## src/common/lps_pkg.sv

```systemverilog
// Constants, commands and states of the DDR3 low-power sequencer.
package lps_pkg;

  // ***********************************************************************
  // Clock and timing figures.
  // ***********************************************************************
  localparam int CLK_PERIOD_NS = 50;
  localparam int T_CKE_NS = 100;
  localparam int T_CKESR_NS = 150;
  localparam int T_CKSRE_NS = 100;
  localparam int T_CKSRX_NS = 100;
  localparam int T_XS_NS = 300;
  localparam int T_XSDLL_NCK = 512;
  localparam int T_XP_NS = 100;
  localparam int T_XPDLL_NS = 600;
  localparam int T_RFC_NS = 300;
  localparam int T_REFI_NS = 7800;
  localparam int T_CPDED_NCK = 1;
  localparam int T_ODTL_NCK = 5;
  localparam int T_WR_AFTER_SRX_NCK = 512;
  localparam int PD_MAX_REFI = 9;
  localparam int MAX_POSTPONED = 8;

  // Least time in whole cycles, rounded up and never below one.
  function automatic int cyc_up(input int ns);
    int c;
    c = (ns + CLK_PERIOD_NS - 1) / CLK_PERIOD_NS;
    return (c < 1) ? 1 : c;
  endfunction

  function automatic int imax(input int a, input int b);
    return (a > b) ? a : b;
  endfunction

  localparam int C_CKE = cyc_up(T_CKE_NS);
  localparam int C_SR_MIN = imax(cyc_up(T_CKESR_NS), cyc_up(T_CKSRE_NS));
  localparam int C_CKSRX = cyc_up(T_CKSRX_NS);
  localparam int C_XS = cyc_up(T_XS_NS);
  localparam int C_XSDLL_REST = imax(T_XSDLL_NCK - C_XS, 1);
  localparam int C_XP = imax(cyc_up(T_XP_NS), C_CKE);
  localparam int C_XPDLL_REST = imax(cyc_up(T_XPDLL_NS) - C_XP, 1);
  localparam int C_RFC = cyc_up(T_RFC_NS);
  localparam int C_ODT_OFF = T_ODTL_NCK + 1;
  localparam int C_CPDED = T_CPDED_NCK;
  localparam int C_WR_BLOCK = T_WR_AFTER_SRX_NCK;
  // Longest power-down residency, rounded down.
  localparam int C_PD_MAX = imax((PD_MAX_REFI * T_REFI_NS) / CLK_PERIOD_NS, 1);
  // Remaining count at which the least power-down time has passed.
  localparam int C_PD_MIN_REM = C_PD_MAX - C_CKE;

  // ***********************************************************************
  // Commands as {cs_n, ras_n, cas_n, we_n}.
  // ***********************************************************************
  localparam logic [3:0] CMD_NOP = 4'h7;
  localparam logic [3:0] CMD_REF_SRE = 4'h1;
  localparam logic [3:0] CMD_WRITE = 4'h4;
  localparam logic [3:0] CMD_READ = 4'h5;

  typedef enum logic [3:0] {
    ST_IDLE, ST_REF, ST_ODT_WAIT, ST_SR, ST_SRX_CLK, ST_XS, ST_XSDLL,
    ST_PDE, ST_PD, ST_XP, ST_XPDLL, ST_RESET
  } lps_state_t;

endpackage

```

## src/verilog/lps_ctrl.sv

```systemverilog
// Controller that sequences DDR3 self-refresh and power-down over the pins.
module lps_ctrl
  import lps_pkg::*;
#(
  parameter int TW = 16
) (
  input wire logic clk,
  input wire logic nrst,
  input wire logic want_sr,
  input wire logic want_pd,
  input wire logic want_reset,
  input wire logic dev_idle,
  input wire logic banks_open,
  input wire logic cke_hold,
  input wire logic dll_locked,
  input wire logic mr0_a12,
  input wire logic [3:0] ref_postponed,
  input wire logic [3:0] user_cmd,
  input wire logic user_odt,
  output logic cke_q,
  output logic cs_n_q,
  output logic ras_n_q,
  output logic cas_n_q,
  output logic we_n_q,
  output logic odt_q,
  output logic reset_n_q,
  output logic cmd_ok_q,
  output logic dll_cmd_ok_q,
  output logic wr_ok_q,
  output logic clk_stop_ok_q,
  output logic in_sr_q,
  output logic in_pd_q,
  output logic pd_active_q,
  output logic slow_exit_q,
  output logic need_dll_reset_q,
  output logic need_ref_q
);

  // ***********************************************************************
  // Elaboration checks.
  // ***********************************************************************
  generate
    if (TW < $clog2(C_PD_MAX + 1) || TW < $clog2(C_WR_BLOCK + 1)) begin : g_bad_tw
      $error("lps_ctrl timer width cannot hold the longest wait");
    end
  endgenerate

  // Commands that depend on a locked DLL or on a settled write path.
  function automatic logic is_cmd(input logic [3:0] c, input logic [3:0] k);
    return c == k;
  endfunction

  // ***********************************************************************
  // State and timers.
  // ***********************************************************************
  lps_state_t state_q, state_d;
  logic t_load, t_done, w_load, w_done;
  logic [TW-1:0] t_val, t_rem;
  logic cke_d, odt_d, reset_n_d;
  logic [3:0] cmd_d, pin_cmd;
  logic cmd_ok_d, dll_cmd_ok_d, wr_ok_d, clk_stop_ok_d;
  logic in_sr_d, in_pd_d, pd_active_d, slow_exit_d, need_dll_reset_d, need_ref_d;
  logic sr_allowed, pd_allowed, pass_cmd, pass_dll, pass_odt;

  lps_timer #(.W(TW)) u_wait (
    .clk(clk),
    .nrst(nrst),
    .load(t_load),
    .val(t_val),
    .rem_q(t_rem),
    .done(t_done)
  );

  // Counts the write blackout that follows a self-refresh exit.
  lps_timer #(.W(TW)) u_wrblk (
    .clk(clk),
    .nrst(nrst),
    .load(w_load),
    .val(TW'(C_WR_BLOCK)),
    .rem_q(),
    .done(w_done)
  );

  // Entry qualifiers seen by the sequencer.
  always_comb begin
    sr_allowed = dev_idle && !banks_open && !cke_hold && cke_q;
    sr_allowed = sr_allowed && (ref_postponed <= 4'(MAX_POSTPONED));
    pd_allowed = !cke_hold;
  end

  // ***********************************************************************
  // Sequencer next state and pin values.
  // ***********************************************************************
  always_comb begin
    state_d = state_q;
    t_load = 1'b0;
    t_val = '0;
    w_load = 1'b0;
    cke_d = cke_q;
    pass_cmd = 1'b0;
    pass_dll = 1'b0;
    pass_odt = 1'b0;
    cmd_d = CMD_NOP;
    reset_n_d = 1'b1;
    slow_exit_d = slow_exit_q;
    pd_active_d = pd_active_q;
    need_dll_reset_d = need_dll_reset_q;
    need_ref_d = need_ref_q;
    clk_stop_ok_d = 1'b0;
    unique case (state_q)
      ST_IDLE: begin
        cke_d = 1'b1;
        pass_cmd = 1'b1;
        pass_dll = 1'b1;
        pass_odt = 1'b1;
        if (want_sr && sr_allowed) begin
          pass_cmd = 1'b0;
          pass_odt = 1'b0;
          if (need_ref_q) begin
            state_d = ST_REF;
            cmd_d = CMD_REF_SRE;
            need_ref_d = 1'b0;
            t_load = 1'b1;
            t_val = TW'(C_RFC);
          end else begin
            state_d = ST_ODT_WAIT;
            t_load = 1'b1;
            t_val = TW'(C_ODT_OFF);
          end
        end else if (want_pd && pd_allowed) begin
          // CKE falls with a NOP and the power-down flavour is fixed here.
          state_d = ST_PDE;
          pass_cmd = 1'b0;
          cke_d = 1'b0;
          pd_active_d = banks_open;
          slow_exit_d = !banks_open && !mr0_a12;
          need_dll_reset_d = !dll_locked;
          t_load = 1'b1;
          t_val = TW'(C_CPDED);
        end
      end
      ST_REF: begin
        cke_d = 1'b1;
        if (t_done) begin
          state_d = ST_ODT_WAIT;
          t_load = 1'b1;
          t_val = TW'(C_ODT_OFF);
        end
      end
      ST_ODT_WAIT: begin
        // ODT is already low; the entry command follows after ODTL plus one.
        if (t_done) begin
          state_d = ST_SR;
          cmd_d = CMD_REF_SRE;
          cke_d = 1'b0;
          t_load = 1'b1;
          t_val = TW'(C_SR_MIN);
        end
      end
      ST_SR: begin
        cke_d = 1'b0;
        clk_stop_ok_d = t_done;
        if (t_done && !want_sr) begin
          state_d = ST_SRX_CLK;
          clk_stop_ok_d = 1'b0;
          t_load = 1'b1;
          t_val = TW'(C_CKSRX);
        end
      end
      ST_SRX_CLK: begin
        // The clock must run stable for tCKSRX before CKE rises.
        cke_d = 1'b0;
        if (t_done) begin
          state_d = ST_XS;
          cke_d = 1'b1;
          need_ref_d = 1'b1;
          w_load = 1'b1;
          t_load = 1'b1;
          t_val = TW'(C_XS);
        end
      end
      ST_XS: begin
        cke_d = 1'b1;
        if (t_done) begin
          state_d = ST_XSDLL;
          t_load = 1'b1;
          t_val = TW'(C_XSDLL_REST);
        end
      end
      ST_XSDLL: begin
        cke_d = 1'b1;
        pass_cmd = 1'b1;
        if (want_sr && sr_allowed) begin
          // Early re-entry is allowed once a refresh has been given.
          state_d = ST_REF;
          pass_cmd = 1'b0;
          cmd_d = CMD_REF_SRE;
          need_ref_d = 1'b0;
          t_load = 1'b1;
          t_val = TW'(C_RFC);
        end else if (t_done) begin
          state_d = ST_IDLE;
        end
      end
      ST_PDE: begin
        cke_d = 1'b0;
        pass_odt = 1'b1;
        if (t_done) begin
          state_d = ST_PD;
          t_load = 1'b1;
          t_val = TW'(C_PD_MAX - C_CPDED - 3); // CKE-low time ends below nine tREFI.
        end
      end
      ST_PD: begin
        cke_d = 1'b0;
        pass_odt = 1'b1;
        // Leave on request once tCKE passed, or when nine tREFI run out.
        if ((!want_pd && t_rem <= TW'(C_PD_MIN_REM - C_CPDED - 3)) || t_done) begin
          state_d = ST_XP;
          cke_d = 1'b1;
          t_load = 1'b1;
          t_val = TW'(C_XP);
        end
      end
      ST_XP: begin
        cke_d = 1'b1;
        pass_odt = 1'b1;
        if (t_done) begin
          if (slow_exit_q) begin
            state_d = ST_XPDLL;
            t_load = 1'b1;
            t_val = TW'(C_XPDLL_REST);
          end else begin
            state_d = ST_IDLE;
          end
        end
      end
      ST_XPDLL: begin
        cke_d = 1'b1;
        pass_cmd = 1'b1;
        if (t_done) begin
          state_d = ST_IDLE;
        end
      end
      ST_RESET: begin
        cke_d = 1'b0;
        reset_n_d = 1'b0;
        need_ref_d = 1'b0;
        if (!want_reset) begin
          state_d = ST_IDLE;
          reset_n_d = 1'b1;
        end
      end
      default: state_d = ST_IDLE;
    endcase
    if (want_reset) begin
      // Reset is honoured from any state, power-down included.
      state_d = ST_RESET;
      reset_n_d = 1'b0;
      cke_d = 1'b0;
      pass_cmd = 1'b0;
      pass_odt = 1'b0;
      cmd_d = CMD_NOP;
      t_load = 1'b0;
    end
  end

  // ***********************************************************************
  // Command gating and status.
  // ***********************************************************************
  always_comb begin
    wr_ok_d = w_done && (state_d == ST_IDLE || state_d == ST_XSDLL ||
                         state_d == ST_XPDLL);
    cmd_ok_d = pass_cmd;
    dll_cmd_ok_d = pass_cmd && pass_dll;
    odt_d = pass_odt ? user_odt : 1'b0;
    pin_cmd = cmd_d;
    if (pass_cmd) begin
      pin_cmd = user_cmd;
      if (is_cmd(user_cmd, CMD_READ) && !pass_dll) begin
        pin_cmd = CMD_NOP;
      end
      if (is_cmd(user_cmd, CMD_WRITE) && !w_done) begin
        pin_cmd = CMD_NOP;
      end
    end
    in_sr_d = (state_d == ST_SR || state_d == ST_SRX_CLK);
    in_pd_d = (state_d == ST_PDE || state_d == ST_PD);
  end

  // Registers every pin and status output.
  always_ff @(posedge clk) begin
    if (!nrst) begin
      state_q <= ST_IDLE;
      cke_q <= 1'b1;
      {cs_n_q, ras_n_q, cas_n_q, we_n_q} <= CMD_NOP;
      odt_q <= 1'b0;
      reset_n_q <= 1'b1;
      cmd_ok_q <= 1'b0;
      dll_cmd_ok_q <= 1'b0;
      wr_ok_q <= 1'b0;
      clk_stop_ok_q <= 1'b0;
      in_sr_q <= 1'b0;
      in_pd_q <= 1'b0;
      pd_active_q <= 1'b0;
      slow_exit_q <= 1'b0;
      need_dll_reset_q <= 1'b0;
      need_ref_q <= 1'b0;
    end else begin
      state_q <= state_d;
      cke_q <= cke_d;
      {cs_n_q, ras_n_q, cas_n_q, we_n_q} <= pin_cmd;
      odt_q <= odt_d;
      reset_n_q <= reset_n_d;
      cmd_ok_q <= cmd_ok_d;
      dll_cmd_ok_q <= dll_cmd_ok_d;
      wr_ok_q <= wr_ok_d;
      clk_stop_ok_q <= clk_stop_ok_d;
      in_sr_q <= in_sr_d;
      in_pd_q <= in_pd_d;
      pd_active_q <= pd_active_d;
      slow_exit_q <= slow_exit_d;
      need_dll_reset_q <= need_dll_reset_d;
      need_ref_q <= need_ref_d;
    end
  end

endmodule

```

## src/verilog/lps_timer.sv

```systemverilog
// Loadable down counter used for every wait of the sequencer.
module lps_timer #(
  parameter int W = 16
) (
  input wire logic clk,
  input wire logic nrst,
  input wire logic load,
  input wire logic [W-1:0] val,
  output logic [W-1:0] rem_q,
  output logic done
);

  logic [W-1:0] rem_d;

  generate
    if (W < 2) begin : g_bad_width
      $error("lps_timer width too small");
    end
  endgenerate

  // A load wins; otherwise count down and rest at zero.
  always_comb begin
    rem_d = rem_q;
    if (load) begin
      rem_d = val;
    end else if (rem_q != '0) begin
      rem_d = rem_q - W'(1);
    end
  end

  always_ff @(posedge clk) begin
    if (!nrst) begin
      rem_q <= '0;
    end else begin
      rem_q <= rem_d;
    end
  end

  assign done = (rem_q == '0);

endmodule
```

## config.mk

```make
export PLATFORM = sky130hd
export DESIGN_NAME = lps_ctrl
export DESIGN_NICKNAME = d
export VERILOG_FILES = /design/src/common/lps_pkg.sv /design/src/verilog/lps_ctrl.sv /design/src/verilog/lps_timer.sv
export SDC_FILE = /design/constraint.sdc
export NUM_CORES = 1
export LEC_CHECK = 0
export ABC_AREA = 1
export BUFFER_PORTS_ARGS = -buffer_cell sky130_fd_sc_hd__buf_4
export CAP_MARGIN = 40
export CORE_UTILIZATION = 55
export CTS_BUF_LIST = sky130_fd_sc_hd__clkbuf_8
export CTS_CLUSTER_SIZE = 8
export DETAILED_ROUTE_END_ITERATION = 8
export PLACE_DENSITY = 0.86
export SLEW_MARGIN = 20
export SYNTH_ARGS = -nofsm -noshare
export SYNTH_HDL_FRONTEND = slang
export SYNTH_SLANG_ARGS = --single-unit
```

## constraint.sdc

```tcl
create_clock -name clk -period 2.85 [get_ports clk]
set_input_delay 0.1425 -clock clk [delete_from_list [all_inputs] [get_ports clk]]
set_output_delay 0.1425 -clock clk [all_outputs]
set_load 0.02 [all_outputs]
```

# == Word-level counts from Yosys, hierarchy flattened ==
# Cells that the tools add are included.
# Widths: inputs -> output; s select.
# totals
wordCells,166
mem_bits_ro,0
n_memories,0
latchBits,0
ramBits,0
register_bits,53
# op_classes
n_eq_ne,22
order_cmp,2
add_sub_neg,2
mux,68
mul,0
div,0
n_bitwise,3
reduce_logical,48
shifts,0
# op_table
op,count
$pmux 11 s9,1
$mux 4,20
$pmux 4 s11,1
$eq 4x3->1 const B,9
$logic_not 16->1,2
$mux 16,2
$reduce_bool 16->1,2
$sub 16x1->16 const B,2
$eq 4x4->1 const B,6
$mux 1,23
$mux 3,7
$mux 10,2
$le 16x11->1 const B,1
$logic_and 1x1->1,13
$eq 4x2->1 const B,3
$pmux 1 s6,2
$mux 11,1
$reduce_or 5->1,2
$mux 9,1
$pmux 3 s3,1
$reduce_or 3->1,3
$logic_not 1->1,8
$logic_not 4->1,2
$mux 2,4
other kinds (15),27

# == Logic depth before layout (Yosys ltp) ==
# Gate-level depths: netlist of the first run.
# depth
word_depth,13
mapped_depth,15

# == Hierarchy ==
# Synthesis of the first run repeated with hierarchy kept, for this count alone.
# hier_totals
cells_unflattened,601
hier_area_um2,3621.0
# by_module_without_submodules
mod,n_inst,area_per_inst_um2,cells_each,seq_area_each_um2
lps_timer,2,1114.8,180,320.3
lps_ctrl,1,1391.3,241,420.4

# == Worst setup path before layout of the first run ==
# Ideal clock, no wire load.
# synth_path
kind,register to register
from,register u_wait.rem_q[0]
to,register u_wait.rem_q[10]
t_arrival_ns,1.694
stages_incl_launch_ff,14
required_time_ns,2.733
slack_ns,1.038
setup_ns,0.117
path_buffers,2
synth_period_minus_slack_ns,1.812
cell_sequence,dfxtp_1 > inv_1 > ha_1 > nand3_4 > nor2_4 > nand3_2 > buf_6 > nor2_2 > nor2_1 > nand3_2 > nand2_4 > buf_6 > a22oi_1 > nor2_1
# synth_between
elab_chain_len,7
# synth_lines
item,line,source
start: declaration,lps_timer.sv:9,"output logic [W-1:0] rem_q,"
start signal: assignment,lps_timer.sv:35,rem_q <= rem_d;
$le 16x11->1,lps_ctrl.sv:218,if ((!want_pd && t_rem <= TW'(C_PD_MIN_REM - C_CPDED - 3)) || t_done) begin
$logic_and 1x1->1,lps_ctrl.sv:218,
$logic_or 1x1->1,lps_ctrl.sv:218,
$mux 1,lps_ctrl.sv:218,
$pmux 1 s6,lps_ctrl.sv:110,unique case (state_q)
$mux 1,lps_ctrl.sv:256,if (want_reset) begin
$mux 16 / $reduce_bool 2->1 (equally long branches),-,
# Several ways; a longest one is shown, not always the timed one. The select of a mux whose other input is x is not followed.
# A chain may end at the register's enable or synchronous reset.

# == Worst setup path after layout of the first run ==
# layout_path
from,register u_wait.rem_q[0]
to,register u_wait.rem_q[1]
# The elaborated chain is that of the path after synthesis.

==> run summary, run 1 <==
CTS Sinks -> 53
Vias in the first global route -> 2996
Max stage delay on crit path -> 320 ps
P&R area growth vs syn -> 12.61%
Largest net degree at the start of global routing -> 17
Delay-heaviest family, CP -> simple AND/OR/NAND/NOR gates
Final nets -> 547
Die Y-Extent -> 78.35 um
Post-CTS Resized -> 0
Worst setup path startpoint -> u_wait.rem_q[0]
Largest family of logic cells by synthesized area -> simple AND/OR/NAND/NOR gates
Outcome -> complete, no violations
Global-route wire length before repair -> 13860 um
Die area -> 6138 sq um
Via count -> 3251
Top cells by area, synth -> dfxtp_1, nand2_1, nor2_1
Area after DPL -> 3513 sq um
Mux cell area share after synthesis -> 0%
Max FO, Critical Path -> 14
Main synth FF type -> dfxtp_1
Setup TNS -> 0 ps
Pre-CTS WS -> 632.7 ps
Async SR Flop Fraction -> 0%
Synth cell types -> 41
Detailed-route DRC error count -> 0
Yosys Warn Count -> 0
Antenna Cells -> 0
Max-slew headroom -> 61.44%
DP HPWL -> 6519 um
Final Power -> 3.616 mW
Fmax achieved -> 438.2 MHz
Fillers -> 520
Critical path data required time -> 3070 ps
Post-Synth Simple-Gate Area -> 40.83%
Total Wirelength -> 8400 um
Syn Nets -> 510
Hold Vio Cnt, Final -> 0
Reg2Reg Setup Slack -> 570 ps
Clk_skew -> 7.593 ps
Final Util -> 64.76%
Average cell area after synthesis -> 6.569 sq um
Final Cell Area -> 3610 sq um
Xor/xnor cell area share of the yosys netlist -> 5.191%
Total CTS buffers -> 5
Final setup violation count -> 0
Share of cells above drive strength 1 -> 14.64%
Synthesized area -> 3206 sq um
Max Root-Sink Buffers -> 2
Placer Congestion -> 0.9759
DRT Pass-1 Iters -> 5
Hold crit path type -> input pin to flop
RR Endpoint -> u_wait.rem_q[1]
Cts hold-fix bufs -> 1
Core footprint -> 5574 sq um
Root buffer cell -> clkbuf_8
RSZ-0062 raised after global routing -> false
Post-Syn Instances -> 488
Dominant cell type by area after synthesis -> dfxtp_1
Antenna-violating nets left -> 0
Chip Width -> 78.35 um
Post-synth top cells -> nand2_1, nor2_1, inv_1
Final WS setup -> 568.0 ps
CP arrival -> 2500 ps
Crit-path most repeated cell -> nand2_1
GRT Util Overall -> 28.78%
Critical R2R Launch -> u_wait.rem_q[0]
I/O Buffers -> 35
Min-delay src -> user_cmd[0]
Initial Utilization -> 57.51%
Pwr Density -> 1002 nW/um^2
Max-slew violation count -> 0
CP bufs+invs -> 2
Non-filler cells, final -> 598
Top Registers -> u_wait.rem_q (16), u_wrblk.rem_q (16), state_q (4)
Avg Vias per Cell -> 5.436
FF-to-FF path depth -> 13
CP Cell Sequence -> inv_1 -> ha_1 -> nand3_4 -> nor2_4 -> nand3_2 -> nand2_1 -> nand2_1 -> nand3_2 -> nand2_4 -> inv_2 -> nand2_1 -> nor2_1 -> nor2_1
Post-synthesis adder-cell area fraction -> 1.171%
Peak VDD IR -> 0.6182 mV
Clock tree from TritonCTS -> built
Setup CP Type -> flop to flop
WHS Path Cells -> 3
Postcts setup bufs -> 0
I/O pin cnt -> 36
Endpoint type of the worst setup path -> flop
Sequential area share after synthesis -> 33.10%
H-tree depth -> 2
Top-count cell post-synth -> nand2_1
Yosys top cell area share -> 33.10%
Period utilisation layout -> 80.07%
GR Overflow Total -> 0
Worst-margin pin slew -> 577.8 ps
Worst setup SP type -> flop
Initial antenna violation count -> 0
Hold path endpoint -> we_n_q
Leakage -> 1.748 nW
Post-synthesis compound-gate area fraction -> 9.368%
WHS -> 41.00 ps
Initial DRC count -> 213
Placed Cells -> 589
Clk slew on worst S/H paths -> 100 ps
Min Tclk post-route -> 2282 ps
Routed wire per std cell -> 14.05 um
CP max-delay cell -> dfxtp_1
MaxCap Viol Count -> 0
Row count -> 27
Synth Register Bits -> 53
Clock latency on the worst-skew pair -> 310 ps
Post-synth EDFFs -> 0
[layout by cell type, fill, tap and decap left out, types with 2 or more instances in the layout]
master / instances
nand4_1: 14
inv_2: 3
o21ai_1: 2
nand2_1: 110
clkinv_2: 2
ha_1: 3
a21oi_1: 23
nor2_1: 81
dfxtp_1: 53
xnor2_1: 7
buf_4: 35
nor2_4: 10
clkbuf_8: 5
nand3_2: 4
nor3_1: 9
nand2_2: 4
o21ai_0: 18
a211oi_1: 2
nor2_2: 7
xor2_1: 12
nor4_1: 5
nand3_1: 26
inv_1: 73
[layout make-up]
type | count | area, sq um | share of cell area [%]
inverter | 76 | 286.5 | 7.938
multi-input combinational | 353 | 1813 | 50.23
timing repair buffer | 36 | 272.8 | 7.556
clock buffer | 5 | 68.82 | 1.906
clock inverter | 3 | 17.52 | 0.4853
tap | 72 | 90.09 | 2.496
sequential | 53 | 1061 | 29.39
[per-layer routing]
layer / global-route usage, % / vias to the layer above / wire length [um]
met5: 0 / - / 0
met2: 46.75 / 121 / 4013
met4: 10.00 / 0 / 138
met1: 38.40 / 1491 / 3773
li1: - / 1617 / -
met3: 4.884 / 22 / 475
[worst reg2reg max path, stage by stage, from the launching register on]
cell and delay (ps):
dfxtp_1 320, inv_1 130, ha_1 290, nand3_4 130
nor2_4 130, nand3_2 280, nand2_1 170, nand2_1 120
nand3_2 130, nand2_4 120, inv_2 140, nand2_1 70
nor2_1 100, nor2_1 60
[cell families after synthesis]
family / count (synthesis)
simple gates: 277
buf+inv: 82
compound gates: 54
flops: 53
xor+xnor: 19
fa+ha+maj: 3
[power breakdown]
part	internal, mW	leakage, nW	total [mW]	switching [mW]
Combinational	0.713	1.26	2.04	1.33
Sequential	0.943	0.435	1.14	0.197
Clock	0.172	0.0497	0.432	0.260
[worst max path at each step]
stage / endpoint / slack (ps) / cells after the start
floorplan: u_wait.rem_q[10] / 1040 / 13
global placement: u_wait.rem_q[1] / 720 / 13
detailed placement: u_wait.rem_q[1] / 630 / 13
CTS: u_wait.rem_q[1] / 610 / 13
global route: u_wait.rem_q[4] / 390 / 12
finish: u_wait.rem_q[1] / 570 / 13
Note: power is estimated with default switching activity, not from simulation.
==> run 2: changes to the inputs <==
==> constraint.sdc (replaced) <==
create_clock -name clk -period 2.2 [get_ports clk]
set_input_delay 0.11 -clock clk [delete_from_list [all_inputs] [get_ports clk]]
set_output_delay 0.11 -clock clk [all_outputs]
set_load 0.02 [all_outputs]
==> run summary, run 2 (synthesized netlist as in run 1, its figures left out) <==
DP HPWL -> 6583 um (+0.98%)
CTS Sinks -> 53 (unchanged)
Detailed-route DRC error count -> 0 (unchanged)
DRT Pass-1 Iters -> 5 (unchanged)
Outcome -> complete, no violations
Die Y-Extent -> 78.35 um (unchanged)
Period utilisation layout -> 92.67% (+13 points)
Antenna Cells -> 0 (unchanged)
Max Root-Sink Buffers -> 2 (unchanged)
Initial antenna violation count -> 0 (unchanged)
Total CTS buffers -> 5 (unchanged)
Final setup violation count -> 0 (unchanged)
H-tree depth -> 2 (unchanged)
Peak VDD IR -> 0.7558 mV (+22%)
Die area -> 6138 sq um (unchanged)
Final Cell Area -> 3694 sq um (+2.3%)
WHS -> 12.12 ps (-28.88 ps)
Core footprint -> 5574 sq um (unchanged)
Pwr Density -> 1302 nW/um^2 (+30%)
Setup CP Type -> flop to flop
Power share of the combinational group -> 57.5% (+1.0 points)
Row count -> 27 (unchanged)
I/O Buffers -> 35 (unchanged)
GR Overflow Total -> 0 (unchanged)
Final WS setup -> 161.3 ps (-406.8 ps)
Pre-CTS WS -> 41.77 ps (-590.9 ps)
Top Registers -> u_wait.rem_q (16), u_wrblk.rem_q (16), state_q (4)
Met3 Resource Use GR -> 5.233% (+0.35 points)
Endpoint type of the worst setup path -> flop
Total Wirelength -> 8408 um (about the same)
Met1 global-route usage -> 37.21% (-1.2 points)
Max FO, Critical Path -> 14 (unchanged)
Area after DPL -> 3558 sq um (+1.3%)
Max-slew headroom -> 62.94% (+1.5 points)
Worst-margin pin slew -> 555.2 ps (-22.52 ps)
Root buffer cell -> clkbuf_8
Min Tclk post-route -> 2039 ps (-243.2 ps)
Grt met2 use -> 48.33% (+1.6 points)
Vias in the first global route -> 3054 (+1.9%)
Routed wire per std cell -> 13.90 um (-1.1%)
Sequential share of power -> 30.7% (-0.8 points)
Critical path data required time -> 2430 ps (-640 ps)
Hold Vio Cnt, Final -> 0 (unchanged)
Reg2Reg Setup Slack -> 160 ps (-410 ps)
Chip Width -> 78.35 um (unchanged)
Switching portion of total power -> 48.93% (-0.49 points)
Fmax achieved -> 490.5 MHz (+12%)
Clock tree from TritonCTS -> built
Clk_skew -> 11.01 ps (+3.413 ps)
Via count -> 3268 (+0.52%)
Clock power frac -> 11.8% (about the same)
Clock latency on the worst-skew pair -> 320 ps (about the same)
Max-slew violation count -> 0 (unchanged)
Final nets -> 554 (+1.3%)
I/O pin cnt -> 36 (unchanged)
Initial DRC count -> 214 (+0.47%)
Gr busiest metal -> met2
Avg Vias per Cell -> 5.402 (-0.64%)
Setup TNS -> 0 ps (unchanged)
Hold crit path type -> input pin to flop
Highest-count cells in the layout ignoring fill and taps -> nand2_1, nor2_1, inv_1
Share of cells above drive strength 1 -> 16.14% (+1.5 points)
Leakage -> 1.777 nW (+1.7%)
Largest net degree at the start of global routing -> 18 (+1)
Antenna-violating nets left -> 0 (unchanged)
Global-route wire length before repair -> 14120 um (+1.9%)
P_sw -> 2.352 mW (+32%)
Postcts setup bufs -> 0 (unchanged)
MaxCap Viol Count -> 0 (unchanged)
Internal -> 2.455 mW (+34%)
Most common cell after layout, fill and taps aside -> nand2_1
Placer Congestion -> 1.024 (+4.9%)
Clk slew on worst S/H paths -> 110 ps (about the same)
Final Util -> 66.26% (+1.5 points)
Initial Utilization -> 57.51% (unchanged)
CP arrival -> 2270 ps (-230 ps)
Worst setup SP type -> flop
GRT Util Overall -> 29.12% (+0.34 points)
P&R area growth vs syn -> 15.22%
-- run 2: worst paths after layout --
check,from,to,depth (start not counted)
worst min-delay path,user_cmd[0],we_n_q,3
worst max-delay path,u_wait.rem_q[0],u_wait.rem_q[12],13
worst min register to register,pd_active_q,pd_active_q,2
worst max register to register,u_wait.rem_q[0],u_wait.rem_q[12],13
-- run 2: per-layer routing --
| metal | part of all wire, % | up-vias |
|---|---|---|
| li1 | - | 1641 |
| met1 | 44 | 1466 |
| met2 | 48 | 131 |
| met3 | 5.8 | 30 |
| met4 | 2.8 | 0 |
| met5 | 0 | - |
-- run 2: through the flow --
stage               std cells  power [mW]
finish                    605       4.808
global route              605       5.217
CTS                       605       4.714
floorplan                 488       3.536
global placement          595       4.064
detailed placement        595       4.141
-- run 2: cell type report --
class                           count  area (sq um)
Sequential cell                    53          1061
Tap cell                           72         90.09
Clock inverter                      3         21.27
Fill cell                         504          1881
Inverter                           76         286.5
Timing Repair Buffer               43         327.8
Clock buffer                        5         68.82
Multi-Input combinational cell    353          1838
-- run 2: power by group through the flow --
stage	Clock, mW	Sequential, mW	Combinational, mW
after CTS	0.576	1.47	2.67
final	0.570	1.48	2.76
after floorplan	0	1.47	2.07
after global routing	0.623	1.51	3.09
after global placement	0	1.48	2.58
after detailed placement	0	1.49	2.65
-- run 2: worst max-delay path, cell delays in order, from the launching register on --
cell and delay, ps:
dfxtp_1 360, inv_2 80, ha_1 200, o21ai_0 150
nand2_1 100, nand2_1 70, nand2_1 50, nand2_1 70
nand2_1 60, nand2_1 150, nand3_2 140, nand2_4 170
nand2_1 170, nor3_1 180
-- run 2: timing repair --
action | CTS | global route
endpoints found under the hold margin | 2 | 0
hold buffers | 2 | 0
endpoints found under the setup margin | 0 | 22
gates resized for setup | 0 | 5
